--- config.mk ---
export PLATFORM = sky130hd
export DESIGN_NAME = mlfc_top
export DESIGN_NICKNAME = d
export VERILOG_FILES = /design/src/hw/mlfc_pkg.sv /design/src/hw/mlfc_cfg_if.sv /design/src/hw/mlfc_top.sv /design/src/hw/mlfc_deglitch.sv
export SDC_FILE = /design/constraint.sdc
export NUM_CORES = 1
export LEC_CHECK = 0
export ABC_AREA = 1
export BUFFER_PORTS_ARGS = -buffer_cell sky130_fd_sc_hd__clkbuf_2
export CORE_ASPECT_RATIO = 1.4
export CORE_MARGIN = 3
export CORE_UTILIZATION = 50
export CTS_BUF_LIST = sky130_fd_sc_hd__clkbuf_4 sky130_fd_sc_hd__clkbuf_8
export DETAILED_ROUTE_END_ITERATION = 16
export GPL_TIMING_DRIVEN = 0
export HOLD_SLACK_MARGIN = 0.05
export PLACE_DENSITY = 0.75
export SLEW_MARGIN = 10
export SYNTH_ARGS = -nofsm -noshare
export SYNTH_HDL_FRONTEND = slang
export SYNTH_HIERARCHICAL = 1
export SYNTH_SLANG_ARGS = --single-unit
--- constraint.sdc ---
create_clock -name core_clk -period 3.9 [get_ports core_clk]
set_input_delay 0.195 -clock core_clk [delete_from_list [all_inputs] [get_ports core_clk]]
set_output_delay 0.195 -clock core_clk [all_outputs]
set_load 0.1 [all_outputs]
--- src/hw/mlfc_pkg.sv ---
// Purpose: Constants for the motor lock fault settings register block.
// Assumes: One 32-bit register reached by a word-wide configuration port.
// Notes: Field positions, codes, reset value and timing counts live here.
package mlfc_pkg;
  localparam logic [7:0] MLFC_SETTINGS_OFFSET = 8'h92;
  localparam logic [31:0] MLFC_SETTINGS_RESET = 32'h00000000;
  localparam int MLFC_OVERSPEED_EN_BIT = 30;
  localparam int MLFC_BACKEMF_EN_BIT = 29;
  localparam int MLFC_ABSENT_EN_BIT = 28;
  localparam int MLFC_OVERSPEED_LVL_LSB = 25;
  localparam int MLFC_BACKEMF_LVL_LSB = 22;
  localparam int MLFC_ABSENT_LVL_LSB = 19;
  localparam int MLFC_CLAMP_RESP_LSB = 15;
  localparam int MLFC_CLAMP_FILT_LSB = 12;
  localparam int MLFC_RETRY_LSB = 0;
  localparam logic [3:0] MLFC_RESP_REPORT = 4'h8;
  localparam logic [3:0] MLFC_RESP_RETRY_LO = 4'h4;
  // Deglitch step of one microsecond at a 10 ns clock period.
  localparam int MLFC_FILT_STEP_NS = 1000;
  localparam int MLFC_CLK_PERIOD_NS = 10;
  localparam int MLFC_FILT_STEP_CYC = MLFC_FILT_STEP_NS / MLFC_CLK_PERIOD_NS;
  // Response actions driven to the gate stage.
  typedef enum logic [1:0] {
    MLFC_ACT_NONE,
    MLFC_ACT_TRISTATE,
    MLFC_ACT_HS_BRAKE,
    MLFC_ACT_LS_BRAKE
  } mlfc_action_type;
endpackage

--- src/hw/mlfc_cfg_if.sv ---
// Purpose: Carrier for decoded settings between register and filter logic.
// Assumes: Single clock domain.
// Notes: The top module keeps plain ports.
`timescale 1ns/10ps
`default_nettype none
interface mlfc_cfg_if;
  logic [2:0] filt_code; // Deglitch setting in microseconds.
  logic raw_event; // Unfiltered current clamp event.
  logic clean_event; // Event after deglitch.
  modport ctrl (output filt_code, output raw_event, input clean_event);
  modport filt (input filt_code, input raw_event, output clean_event);
endinterface
`default_nettype wire

--- src/hw/mlfc_top.sv ---
// Purpose: Motor lock fault settings register and lock fault gating.
// Assumes: Host access arrives as a word write/read strobe port at offset 0x92.
// Notes: Threshold codes are decoded here into comparison levels for detectors.
// Function
// - 32-bit RW settings word, zero at reset
// - Bit 30 enables overspeed lock detector
// - Bit 29 enables weak back-EMF lock
// - Bit 28 enables absent-motor lock detector
// - Overspeed trip 130 to 200 percent
// - Back-EMF trip 40 to 70 percent
// - Absent-motor current level code table
// - Current clamp response: latch, retry, off
// - Current clamp deglitch 0 to 7 us
// - Report-only mode asserts fault, no braking
`timescale 1ns/10ps
`default_nettype none
module mlfc_top
  import mlfc_pkg::*;
(
  input wire logic core_clk,
  input wire logic rst_b,
  input wire logic clk_en,
  input wire logic cfg_wr,
  input wire logic cfg_rd,
  input wire logic [7:0] cfg_addr,
  input wire logic [31:0] cfg_wdata,
  output logic [31:0] cfg_rdata,
  output logic cfg_rvalid,
  input wire logic overspeed_hit,
  input wire logic weak_backemf_hit,
  input wire logic absent_motor_hit,
  input wire logic clamp_hit,
  input wire logic lock_retry_tick,
  input wire logic fault_clear,
  input wire logic [3:0] lock_response_select,
  output logic [7:0] overspeed_trip_pct,
  output logic [9:0] weak_backemf_trip_permille,
  output logic [9:0] absent_motor_current_ma,
  output logic [2:0] lock_flags,
  output logic clamp_fault,
  output mlfc_action_type gate_action,
  output logic fault_out_n
);
  logic [31:0] fault_settings_two_q; // The settings word itself.
  logic [1:0] hit_s1_q; // First synchroniser stage for lock events.
  logic [1:0] hit_s2_q; // Second stage, the only stage logic reads.
  logic [2:0] flags_d; // Gated lock events.
  logic clamp_latched_q; // Latched current clamp fault.
  logic [2:0] retry_q; // Retries spent in auto-retry modes.
  logic [3:0] clamp_resp; // Current clamp response field.
  logic [2:0] retry_limit_count; // Allowed retries.
  logic clamp_evt; // Filtered clamp event.
  logic any_lock; // Any lock or clamp fault standing.
  mlfc_cfg_if cfg_bus();

  // Overspeed and back-EMF come from detector logic on this clock; the
  // absent-motor and clamp comparators are analog and need synchronising.
  always_ff @(posedge core_clk or negedge rst_b) begin
    if (!rst_b) begin
      hit_s1_q <= 2'h0;
      hit_s2_q <= 2'h0;
    end else if (clk_en) begin
      hit_s1_q <= {clamp_hit, absent_motor_hit};
      hit_s2_q <= hit_s1_q;
    end
  end

  // Register write port; every bit, the reserved ones included, stores.
  always_ff @(posedge core_clk or negedge rst_b) begin
    if (!rst_b) begin
      fault_settings_two_q <= MLFC_SETTINGS_RESET;
    end else if (clk_en && cfg_wr && cfg_addr == MLFC_SETTINGS_OFFSET) begin
      fault_settings_two_q <= cfg_wdata;
    end
  end

  // Read answers one cycle later; unmapped offsets read as zero.
  always_ff @(posedge core_clk or negedge rst_b) begin
    if (!rst_b) begin
      cfg_rdata <= 32'h00000000;
      cfg_rvalid <= 1'b0;
    end else if (clk_en) begin
      cfg_rvalid <= cfg_rd;
      if (cfg_rd && cfg_addr == MLFC_SETTINGS_OFFSET) begin
        cfg_rdata <= fault_settings_two_q;
      end else begin
        cfg_rdata <= 32'h00000000;
      end
    end
  end

  // Overspeed level: 130 percent plus ten per code step.
  function automatic logic [7:0] mlfc_speed_pct(input logic [2:0] code);
    mlfc_speed_pct = 8'(130 + 10 * int'(code));
  endfunction

  // Back-EMF level in tenths of a percent; codes 6 and 7 break the step.
  function automatic logic [9:0] mlfc_bemf_pm(input logic [2:0] code);
    case (code)
      3'h6: mlfc_bemf_pm = 10'd675;
      3'h7: mlfc_bemf_pm = 10'd700;
      default: mlfc_bemf_pm = 10'(400 + 50 * int'(code));
    endcase
  endfunction

  // Absent-motor current in milliamps; codes 0 and 1 share a level.
  function automatic logic [9:0] mlfc_absent_ma(input logic [2:0] code);
    case (code)
      3'h0, 3'h1: mlfc_absent_ma = 10'd75;
      3'h2: mlfc_absent_ma = 10'd100;
      3'h3: mlfc_absent_ma = 10'd125;
      3'h4: mlfc_absent_ma = 10'd250;
      3'h5: mlfc_absent_ma = 10'd500;
      3'h6: mlfc_absent_ma = 10'd750;
      default: mlfc_absent_ma = 10'd1000;
    endcase
  endfunction

  // Brake or tristate action for a latched/retry code.
  function automatic mlfc_action_type mlfc_action(input logic [3:0] code);
    case (code[1:0])
      2'h2: mlfc_action = MLFC_ACT_HS_BRAKE;
      2'h3: mlfc_action = MLFC_ACT_LS_BRAKE;
      default: mlfc_action = MLFC_ACT_TRISTATE;
    endcase
  endfunction

  // Field views of the settings word.
  always_comb begin
    clamp_resp = fault_settings_two_q[MLFC_CLAMP_RESP_LSB +: 4];
    retry_limit_count = fault_settings_two_q[MLFC_RETRY_LSB +: 3];
    cfg_bus.filt_code = fault_settings_two_q[MLFC_CLAMP_FILT_LSB +: 3];
    cfg_bus.raw_event = hit_s2_q[1] && clamp_resp < MLFC_RESP_REPORT;
    // The filter output lags the field by a cycle, so the disable is applied
    // again here; a code of 8 or above must never let a late event latch.
    clamp_evt = cfg_bus.clean_event && clamp_resp < MLFC_RESP_REPORT;
  end

  // Each detector fault is masked by its own enable bit.
  always_comb begin
    flags_d[2] = overspeed_hit && fault_settings_two_q[MLFC_OVERSPEED_EN_BIT];
    flags_d[1] = weak_backemf_hit && fault_settings_two_q[MLFC_BACKEMF_EN_BIT];
    flags_d[0] = hit_s2_q[0] && fault_settings_two_q[MLFC_ABSENT_EN_BIT];
  end

  mlfc_deglitch u_deglitch (
    .core_clk(core_clk),
    .rst_b(rst_b),
    .clk_en(clk_en),
    .cfg(cfg_bus.filt)
  );

  // Decoded trip levels and gated flags are registered outputs.
  always_ff @(posedge core_clk or negedge rst_b) begin
    if (!rst_b) begin
      overspeed_trip_pct <= 8'h00;
      weak_backemf_trip_permille <= 10'h000;
      absent_motor_current_ma <= 10'h000;
      lock_flags <= 3'h0;
    end else if (clk_en) begin
      overspeed_trip_pct <= mlfc_speed_pct(fault_settings_two_q[MLFC_OVERSPEED_LVL_LSB +: 3]);
      weak_backemf_trip_permille <= mlfc_bemf_pm(fault_settings_two_q[MLFC_BACKEMF_LVL_LSB +: 3]);
      absent_motor_current_ma <= mlfc_absent_ma(fault_settings_two_q[MLFC_ABSENT_LVL_LSB +: 3]);
      lock_flags <= flags_d;
    end
  end

  // Clamp fault latches; retry modes clear it on the retry tick until the
  // limit is spent, after which it stays latched. A new event beats a clear.
  always_ff @(posedge core_clk or negedge rst_b) begin
    if (!rst_b) begin
      clamp_latched_q <= 1'b0;
      retry_q <= 3'h0;
    end else if (clk_en) begin
      if (clamp_evt) begin
        clamp_latched_q <= 1'b1;
      end else if (fault_clear) begin
        clamp_latched_q <= 1'b0;
        retry_q <= 3'h0;
      end else if (clamp_latched_q && lock_retry_tick && clamp_resp >= MLFC_RESP_RETRY_LO
                   && retry_q < retry_limit_count) begin
        clamp_latched_q <= 1'b0;
        retry_q <= retry_q + 3'h1;
      end
    end
  end

  always_comb begin
    any_lock = clamp_latched_q || (|flags_d);
  end

  // Fault pin and gate action; report-only leaves the outputs running.
  always_ff @(posedge core_clk or negedge rst_b) begin
    if (!rst_b) begin
      fault_out_n <= 1'b1;
      gate_action <= MLFC_ACT_NONE;
      clamp_fault <= 1'b0;
    end else if (clk_en) begin
      fault_out_n <= !any_lock;
      clamp_fault <= clamp_latched_q;
      if (clamp_latched_q) begin
        gate_action <= mlfc_action(clamp_resp);
      end else if ((|flags_d) && lock_response_select < MLFC_RESP_REPORT) begin
        gate_action <= mlfc_action(lock_response_select);
      end else begin
        gate_action <= MLFC_ACT_NONE;
      end
    end
  end

  // Checks on the register path, the detector gating and the response modes.
  a_write_then_read: assert property (@(posedge core_clk) disable iff (!rst_b)
    clk_en && cfg_wr && cfg_addr == MLFC_SETTINGS_OFFSET ##1 clk_en && cfg_rd
      && cfg_addr == MLFC_SETTINGS_OFFSET && !cfg_wr ##1 clk_en
      |-> cfg_rdata == $past(cfg_wdata, 2) && cfg_rvalid)
    else $error("Settings word did not read back.");
  a_overspeed_gate: assert property (@(posedge core_clk) disable iff (!rst_b)
    clk_en && !fault_settings_two_q[MLFC_OVERSPEED_EN_BIT] |=> !lock_flags[2])
    else $error("Overspeed flag raised while disabled.");
  a_backemf_gate: assert property (@(posedge core_clk) disable iff (!rst_b)
    clk_en && fault_settings_two_q[MLFC_BACKEMF_EN_BIT] && weak_backemf_hit
      |=> lock_flags[1])
    else $error("Enabled back-EMF hit not flagged.");
  a_absent_gate: assert property (@(posedge core_clk) disable iff (!rst_b)
    clk_en && !fault_settings_two_q[MLFC_ABSENT_EN_BIT] |=> !lock_flags[0])
    else $error("Absent-motor flag raised while disabled.");
  a_speed_level: assert property (@(posedge core_clk) disable iff (!rst_b)
    clk_en && fault_settings_two_q[MLFC_OVERSPEED_LVL_LSB +: 3] == 3'h7
      |=> overspeed_trip_pct == 8'd200)
    else $error("Overspeed level wrong for top code.");
  a_bemf_level: assert property (@(posedge core_clk) disable iff (!rst_b)
    clk_en && fault_settings_two_q[MLFC_BACKEMF_LVL_LSB +: 3] == 3'h6
      |=> weak_backemf_trip_permille == 10'd675)
    else $error("Back-EMF level wrong for code six.");
  a_absent_level: assert property (@(posedge core_clk) disable iff (!rst_b)
    clk_en && fault_settings_two_q[MLFC_ABSENT_LVL_LSB +: 3] == 3'h1
      |=> absent_motor_current_ma == 10'd75)
    else $error("Absent-motor level wrong for code one.");
  a_clamp_disabled: assert property (@(posedge core_clk) disable iff (!rst_b)
    clamp_resp >= MLFC_RESP_REPORT && !clamp_latched_q |=> !clamp_latched_q)
    else $error("Clamp fault raised while disabled.");
  a_report_only: assert property (@(posedge core_clk) disable iff (!rst_b)
    clk_en && !clamp_latched_q && lock_response_select == MLFC_RESP_REPORT && (|flags_d)
      |=> !fault_out_n && gate_action == MLFC_ACT_NONE)
    else $error("Report-only mode stopped the outputs.");
endmodule
`default_nettype wire

--- src/hw/mlfc_deglitch.sv ---
// Purpose: Deglitch filter for the current clamp lock event.
// Assumes: Event input is already synchronous to core_clk.
// Notes: Code 0 passes the event straight to the flop with no filtering.
`timescale 1ns/10ps
`default_nettype none
module mlfc_deglitch
  import mlfc_pkg::*;
(
  input wire logic core_clk,
  input wire logic rst_b,
  input wire logic clk_en,
  mlfc_cfg_if.filt cfg
);
  logic [11:0] run_q; // Cycles the event has stood high.
  logic [11:0] need; // Cycles required before the event is accepted.

  // Required length scales with the code; zero means no deglitch.
  always_comb begin
    need = 12'(int'(cfg.filt_code) * MLFC_FILT_STEP_CYC);
  end

  // Count while the event stands; any drop restarts the count.
  always_ff @(posedge core_clk or negedge rst_b) begin
    if (!rst_b) begin
      run_q <= 12'h000;
      cfg.clean_event <= 1'b0;
    end else if (clk_en) begin
      if (!cfg.raw_event) begin
        run_q <= 12'h000;
        cfg.clean_event <= 1'b0;
      end else begin
        if (run_q < need) begin
          run_q <= run_q + 12'h001;
        end
        cfg.clean_event <= (run_q >= need);
      end
    end
  end
endmodule
`default_nettype wire

=== Word-level counts from Yosys, hierarchy flattened ===
Cells that the tools add are included.

* Register bits after elaboration: 121
* Bits of input ports: 55
* Output and inout port bits: 68
* Word-level logic and storage cells: 81

* Add/subtract/negate cells: 4
* $mul: 3
* Order comparisons: 6
* Equal/unequal tests: 14
* Mux-type cells: 15
* Bitwise gates (word level): 1
* Reduce and logical (&&, ||, !) cells: 22

{| class="wikitable"
|+ Operators with widths
! kind !! count
|-
| case mux 10 bit (6 select lines) || 1
|-
| 2-to-1 mux 32 bit || 1
|-
| 2-to-1 mux 12 bit || 2
|-
| case mux 10 bit (2 select lines) || 1
|-
| == test 3 bit (second input constant) || 5
|-
| adder 12 x 1 -> 12 bit (second input constant) || 1
|-
| greater-or-equal comparator 12 bit || 1
|-
| logical AND 1 bit || 12
|-
| < comparator 12 bit || 1
|-
| adder 9 x 9 -> 10 bit (first input constant) || 1
|-
| adder 8 x 7 -> 8 bit (first input constant) || 1
|-
| == test 2 bit (second input constant) || 4
|-
| == test 8 bit (second input constant) || 1
|-
| < comparator 4 bit (second input constant) || 2
|-
| multiplier 3 x 5 -> 8 bit (second input constant) || 1
|-
| multiplier 5 x 3 -> 8 bit (first input constant) || 1
|-
| case mux 2 bit (2 select lines) || 2
|-
| == test 3 x 2 -> 1 bit (second input constant) || 2
|-
| multiplier 3 x 3 -> 6 bit (first input constant) || 1
|-
| 2-to-1 mux 3 bit || 2
|-
| greater-or-equal comparator 4 x 3 -> 1 bit (second input constant) || 1
|-
| 2-to-1 mux 1 bit || 4
|-
| 2-to-1 mux 2 bit || 2
|-
| AND reduction 2 bit || 2
|-
| other kinds (13) || 13
|}

=== Longest topological paths before layout ===
* Depth in word-level cells: 6
* Depth in mapped cells: 17
* Gate-level depth less buffers: 16

=== By module ===
The synthesis kept the hierarchy.

{| class="wikitable"
|+ By module, submodules not included
! module !! times used !! cells an instance !! area each (µm²) !! sequential area each (µm²)
|-
| mlfc_top || 1 || 530 || 4770.8 || 2678.8
|-
| mlfc_deglitch || 1 || 170 || 1137.3 || 325.3
|}

=== Worst setup path before layout ===
No wires, ideal clock.

* Path type: register -> register
* Start point: reg fault_settings_two_q[13]
* End point: reg u_deglitch.run_q[9]
* Library setup time: 0.120 ns
* Data arrival time: 2.178 ns
* Required time: 3.780 ns
* Setup slack: 1.602 ns
* Cell stages (with the launch flop): 17
* Path buffers: 1
* Clock period less this slack: 2.298 ns
* Cells stage by stage: dfrtp_1 > inv_1 > ha_1 > inv_1 > ha_1 > ha_1 > inv_1 > ha_1 > nand2_1 > nor2_4 > nand3_1 > nand3_2 > nand2_4 > nand2_2 > buf_6 > nand2_1 > nand2_1

* Cells in the longest elaborated chain, start to end: 4

{| class="wikitable"
|+ RTL lines
! element !! line !! RTL
|-
| from (decl) || mlfc_top.sv:44 || <nowiki>logic [31:0] fault_settings_two_q;</nowiki>
|-
| from (signal assigned) || mlfc_top.sv:73 || <nowiki>fault_settings_two_q <= cfg_wdata;</nowiki>
|-
| multiplier 3 x 5 -> 8 bit || mlfc_deglitch.sv:19 || <nowiki>need = 12'(int'(cfg.filt_code) * MLFC_FILT_STEP_CYC);</nowiki>
|-
| < comparator 12 bit || mlfc_deglitch.sv:32 || <nowiki>if (run_q < need) begin</nowiki>
|-
| inequality test 2 bit (no source line) || -- ||
|-
| AND reduction 2 bit (no source line) || -- ||
|-
| to (signal assigned) || mlfc_deglitch.sv:33 || <nowiki>run_q <= run_q + 12'h001;</nowiki>
|-
| to (decl) || mlfc_deglitch.sv:14 || <nowiki>logic [11:0] run_q;</nowiki>
|}

Every way passes these cells.
A chain may end at the register's enable or synchronous reset.

=== Final worst setup path ===
* Start point: reg fault_settings_two_q[13]
* End point: reg u_deglitch.run_q[6]

The elaborated chain is that of the path after synthesis.

==> run_results.csv <==
group,metric,value,unit
timing,rsz0062_at_grt,"false",
synth,netlist-cell-type-count,37,
critical_path,path_class,"flip-flop to flip-flop",
synth,synth_edf_count,0,
grt,grt_pass1_wl,25900,um
timing,fin_crit,2.57,ns
grt,grt_overflow,0,
detailed_routing,routedWlPerCell,15.1,um
timing,worst_pin_slew,0.563,ns
detailed_routing,final_antenna_net_count,0,
detailed_routing,drtIter0Drc,285,
synth,yosys_register_bits,120,
timing,setup_tns,0,ns
grt,antenna_found_initial,0,
floorplan,initial_core_util,51.6,%
synth,synthTopCellsByCount,"nand2_1 (258), dfrtp_1 (119), nand3_1 (76)",
timing,post-route-period-util,65.9,%
placement,detailed_place_hpwl,11300,um
worst_hold_path,holdPathEnd,"retry_q[0]$_DFFE_PN0P_",
critical_path,worstSetupEndpointType,"flip-flop",
clocking,cts-root-buf,"clkbuf_8",
power_and_ir_drop,ir_drop,0.263,mV
critical_path,reg2regPathDepth,16,
floorplan,pin_count,123,
clocking,cts_buffer_depth,2,
critical_path,crit_required,4.26,ns
detailed_routing,vias_per_cell,5.19,
flow_run,cap_violations,0,
clocking,cts_max_level,4,
layout,n_antenna_cell,0,
synth,synthArstFlopShare,100,%
floorplan,placement_rows,46,
synth,yosysTopAreaCell,"dfrtp_1",
layout,regArea,3000,sq um
clocking,cts.clk_slew.worst_paths,0.07,ns
critical_path,startpoint_type,"flip-flop",
synth,synth-seq-area-share,50.8,%
placement,dp_slack,1.37,ns
floorplan,die_y,135,um
timing,finalHoldViolCount,0,
timing,max_freq,0.389,GHz
floorplan,dieArea,13200,sq um
synth,synthFlopType,"dfrtp_1",
detailed_routing,first_pass_iters,6,
synth,yosysMostFrequentCell,"nand2_1",
critical_path,crit_arrival,2.93,ns
grt,grt_pass1_vias,5540,
critical_path,r2r-start,"fault_settings_two_q[13]$_DFFE_PN0P_",
floorplan,core_area,11500,sq um
critical_path,rrSetupSlack,1.33,ns
timing,finalSetupViolCount,0,
grt,grtUsageTotal,24.7,%
synth,syn_inst,700,
clocking,cts_tree,"done",
layout,multi_input_area,2450,sq um
critical_path,r2r-end,"u_deglitch/run_q[6]$_DFFE_PN0P_",
clocking,cts_resized,0,
run_status,outcome,"finished, final reports clean",
power_and_ir_drop,cellPowerDensity,403,nW/um^2
placement,gp_routability_congestion,0.856,
clocking,cts.sinks,120,
timing,skew,0.0111,ns
timing,relSlewSlack,62.6,%
layout,fin_nets,962,
detailed_routing,drcViolationCount,0,
synth,yosys_warnings,6,
power_and_ir_drop,fin_total_pwr,3040,uW
synth,synth_area_leaders,"dfrtp_1 (50%), nand2_1 (16%), nand3_1 (6.4%), ha_1 (6.1%), inv_1 (3.6%)",
timing,slew_viol_final,0,
worst_hold_path,worstHoldStart,"fault_clear",
worst_hold_path,hold_path_depth,4,
synth,yosys.area.top_type_share,50.4,%
timing,setup_slack,1.33,ns
critical_path,cp_max_fo,10,
layout,layout-drive-gt1-share,22.7,%
grt,grt_max_degree,92,
worst_hold_path,hold_path_class,"input pin to flip-flop",
synth,synth_area,5910,sq um
synth,syn_avg_cell_area,8.44,sq um
timing,finalHoldWorstSlack,0.0721,ns
clocking,clk_latency,0.43,ns
synth,synth_nets,784,
detailed_routing,vias,5371,
placement,io_buffers,120,
layout,area_growth,27.7,%
detailed_routing,drt-total-wl,15700,um
layout,fillers,972,
floorplan,die_w,97.9,um
power_and_ir_drop,leakage,0.00418,uW
clocking,cts_buffers,17,
-- how the worst max path moves through the flow --
stage	start	end	slack, ns	cells past startpoint
after detailed placement	fault_settings_two_q[13]$_DFFE_PN0P_	u_deglitch/run_q[6]$_DFFE_PN0P_	1.37	16
after global routing	fault_settings_two_q[13]$_DFFE_PN0P_	u_deglitch/run_q[1]$_DFFE_PN0P_	1.16	16
final	fault_settings_two_q[13]$_DFFE_PN0P_	u_deglitch/run_q[6]$_DFFE_PN0P_	1.33	16
after global placement	rst_b	cfg_rdata[7]$_DFFE_PN0P_	0.90	1
after CTS	fault_settings_two_q[13]$_DFFE_PN0P_	u_deglitch/run_q[6]$_DFFE_PN0P_	1.33	16
after floorplan	fault_settings_two_q[13]$_DFFE_PN0P_	u_deglitch/run_q[9]$_DFFE_PN0P_	1.60	16
-- metrics by stage --
step	cells	cell area, sq um	utilization (%)
CTS	1034	7550	65.9
global route	1034	7550	65.9
detailed placement	965	6730	58.7
floorplan	700	5910	-
finish	1034	7550	65.9
global placement	964	6690	58.4
-- flip-flops by register name (all words and copies together), names as in the netlist, 2 cells and up --
signal                      cells
overspeed_trip_pct              7
u_deglitch/run_q               12
cfg_rdata                      32
gate_action                     2
hit_s1_q                        2
retry_q                         3
absent_motor_current_ma        10
hit_s2_q                        2
lock_flags                      3
fault_settings_two_q           32
weak_backemf_trip_permille     10
-- cells in the final DEF, fill, tap and decap left out, drive strengths merged, types with 2 or more instances in the layout --
master	instances
a21oi	19
nor3b	3
dlygate4sd3	38
bufinv	4
ha	29
o21ai	35
nand4	5
buf	25
nand2	263
inv	57
nor3	3
clkinv	5
nand3	79
nor2	45
xor2	2
clkbuf	146
dfrtp	119
o211ai	2
xnor2	2
-- critical path, stage by stage (launching register included) --
cell and delay, ns:
dfrtp_1 0.42, inv_1 0.10, ha_1 0.29, inv_1 0.04
ha_1 0.19, ha_1 0.27, inv_1 0.04, ha_1 0.26
nand2_1 0.08, nor2_4 0.14, nand3_1 0.09, nand3_2 0.13
nand2_4 0.10, nand2_2 0.10, buf_6 0.14, nand2_1 0.05
nand2_1 0.06
-- per-layer routing --
layer | vias up | routed length (um) | GRT usage, %
li1 | 2584 | - | -
met1 | 2558 | 6160 | 28.6
met2 | 199 | 8310 | 45.2
met3 | 30 | 879 | 5.17
met4 | 0 | 314 | 8.39
met5 | - | 0 | 0
-- logic make-up (layout without fill, tap and decap cells) --
family | count (synthesis) | after routing | share of synthesized area, %
other | 1 | 1 | 0.0635
buffers and inverters | 85 | 275 | 7.67
AND/OR/NAND/NOR | 400 | 400 | 28.5
adder cells (fa/ha/maj) | 29 | 29 | 6.14
flip-flops | 120 | 120 | 50.8
XOR/XNOR | 4 | 4 | 0.593
AO/OA/AOI/OAI | 61 | 61 | 6.14
-- area by class of cell --
class / count / share of cell area, %
plain buffers: 28 / 3.17
clock buffers: 22 / 3.93
clock inverters: 9 / 1.92
inverters: 57 / 2.83
multi-input cells: 495 / 32.5
flip-flops and latches: 120 / 39.8
well taps: 144 / 2.39
repair buffers: 159 / 13.5
-- power breakdown --
part	switching [uW]	total (uW)	leakage (uW)	internal [uW]
Clock	475	1240	0.000232	763
Combinational	345	471	0.00234	126
Sequential	39.0	1330	0.00161	1290
-- what timing repair did --
item                       CTS  global route
setup endpoints to repair    0             0
hold endpoints to repair   156             0
buffers inserted             0             0
hold buffers                38             0
Power figures use the tool's default switching activity.
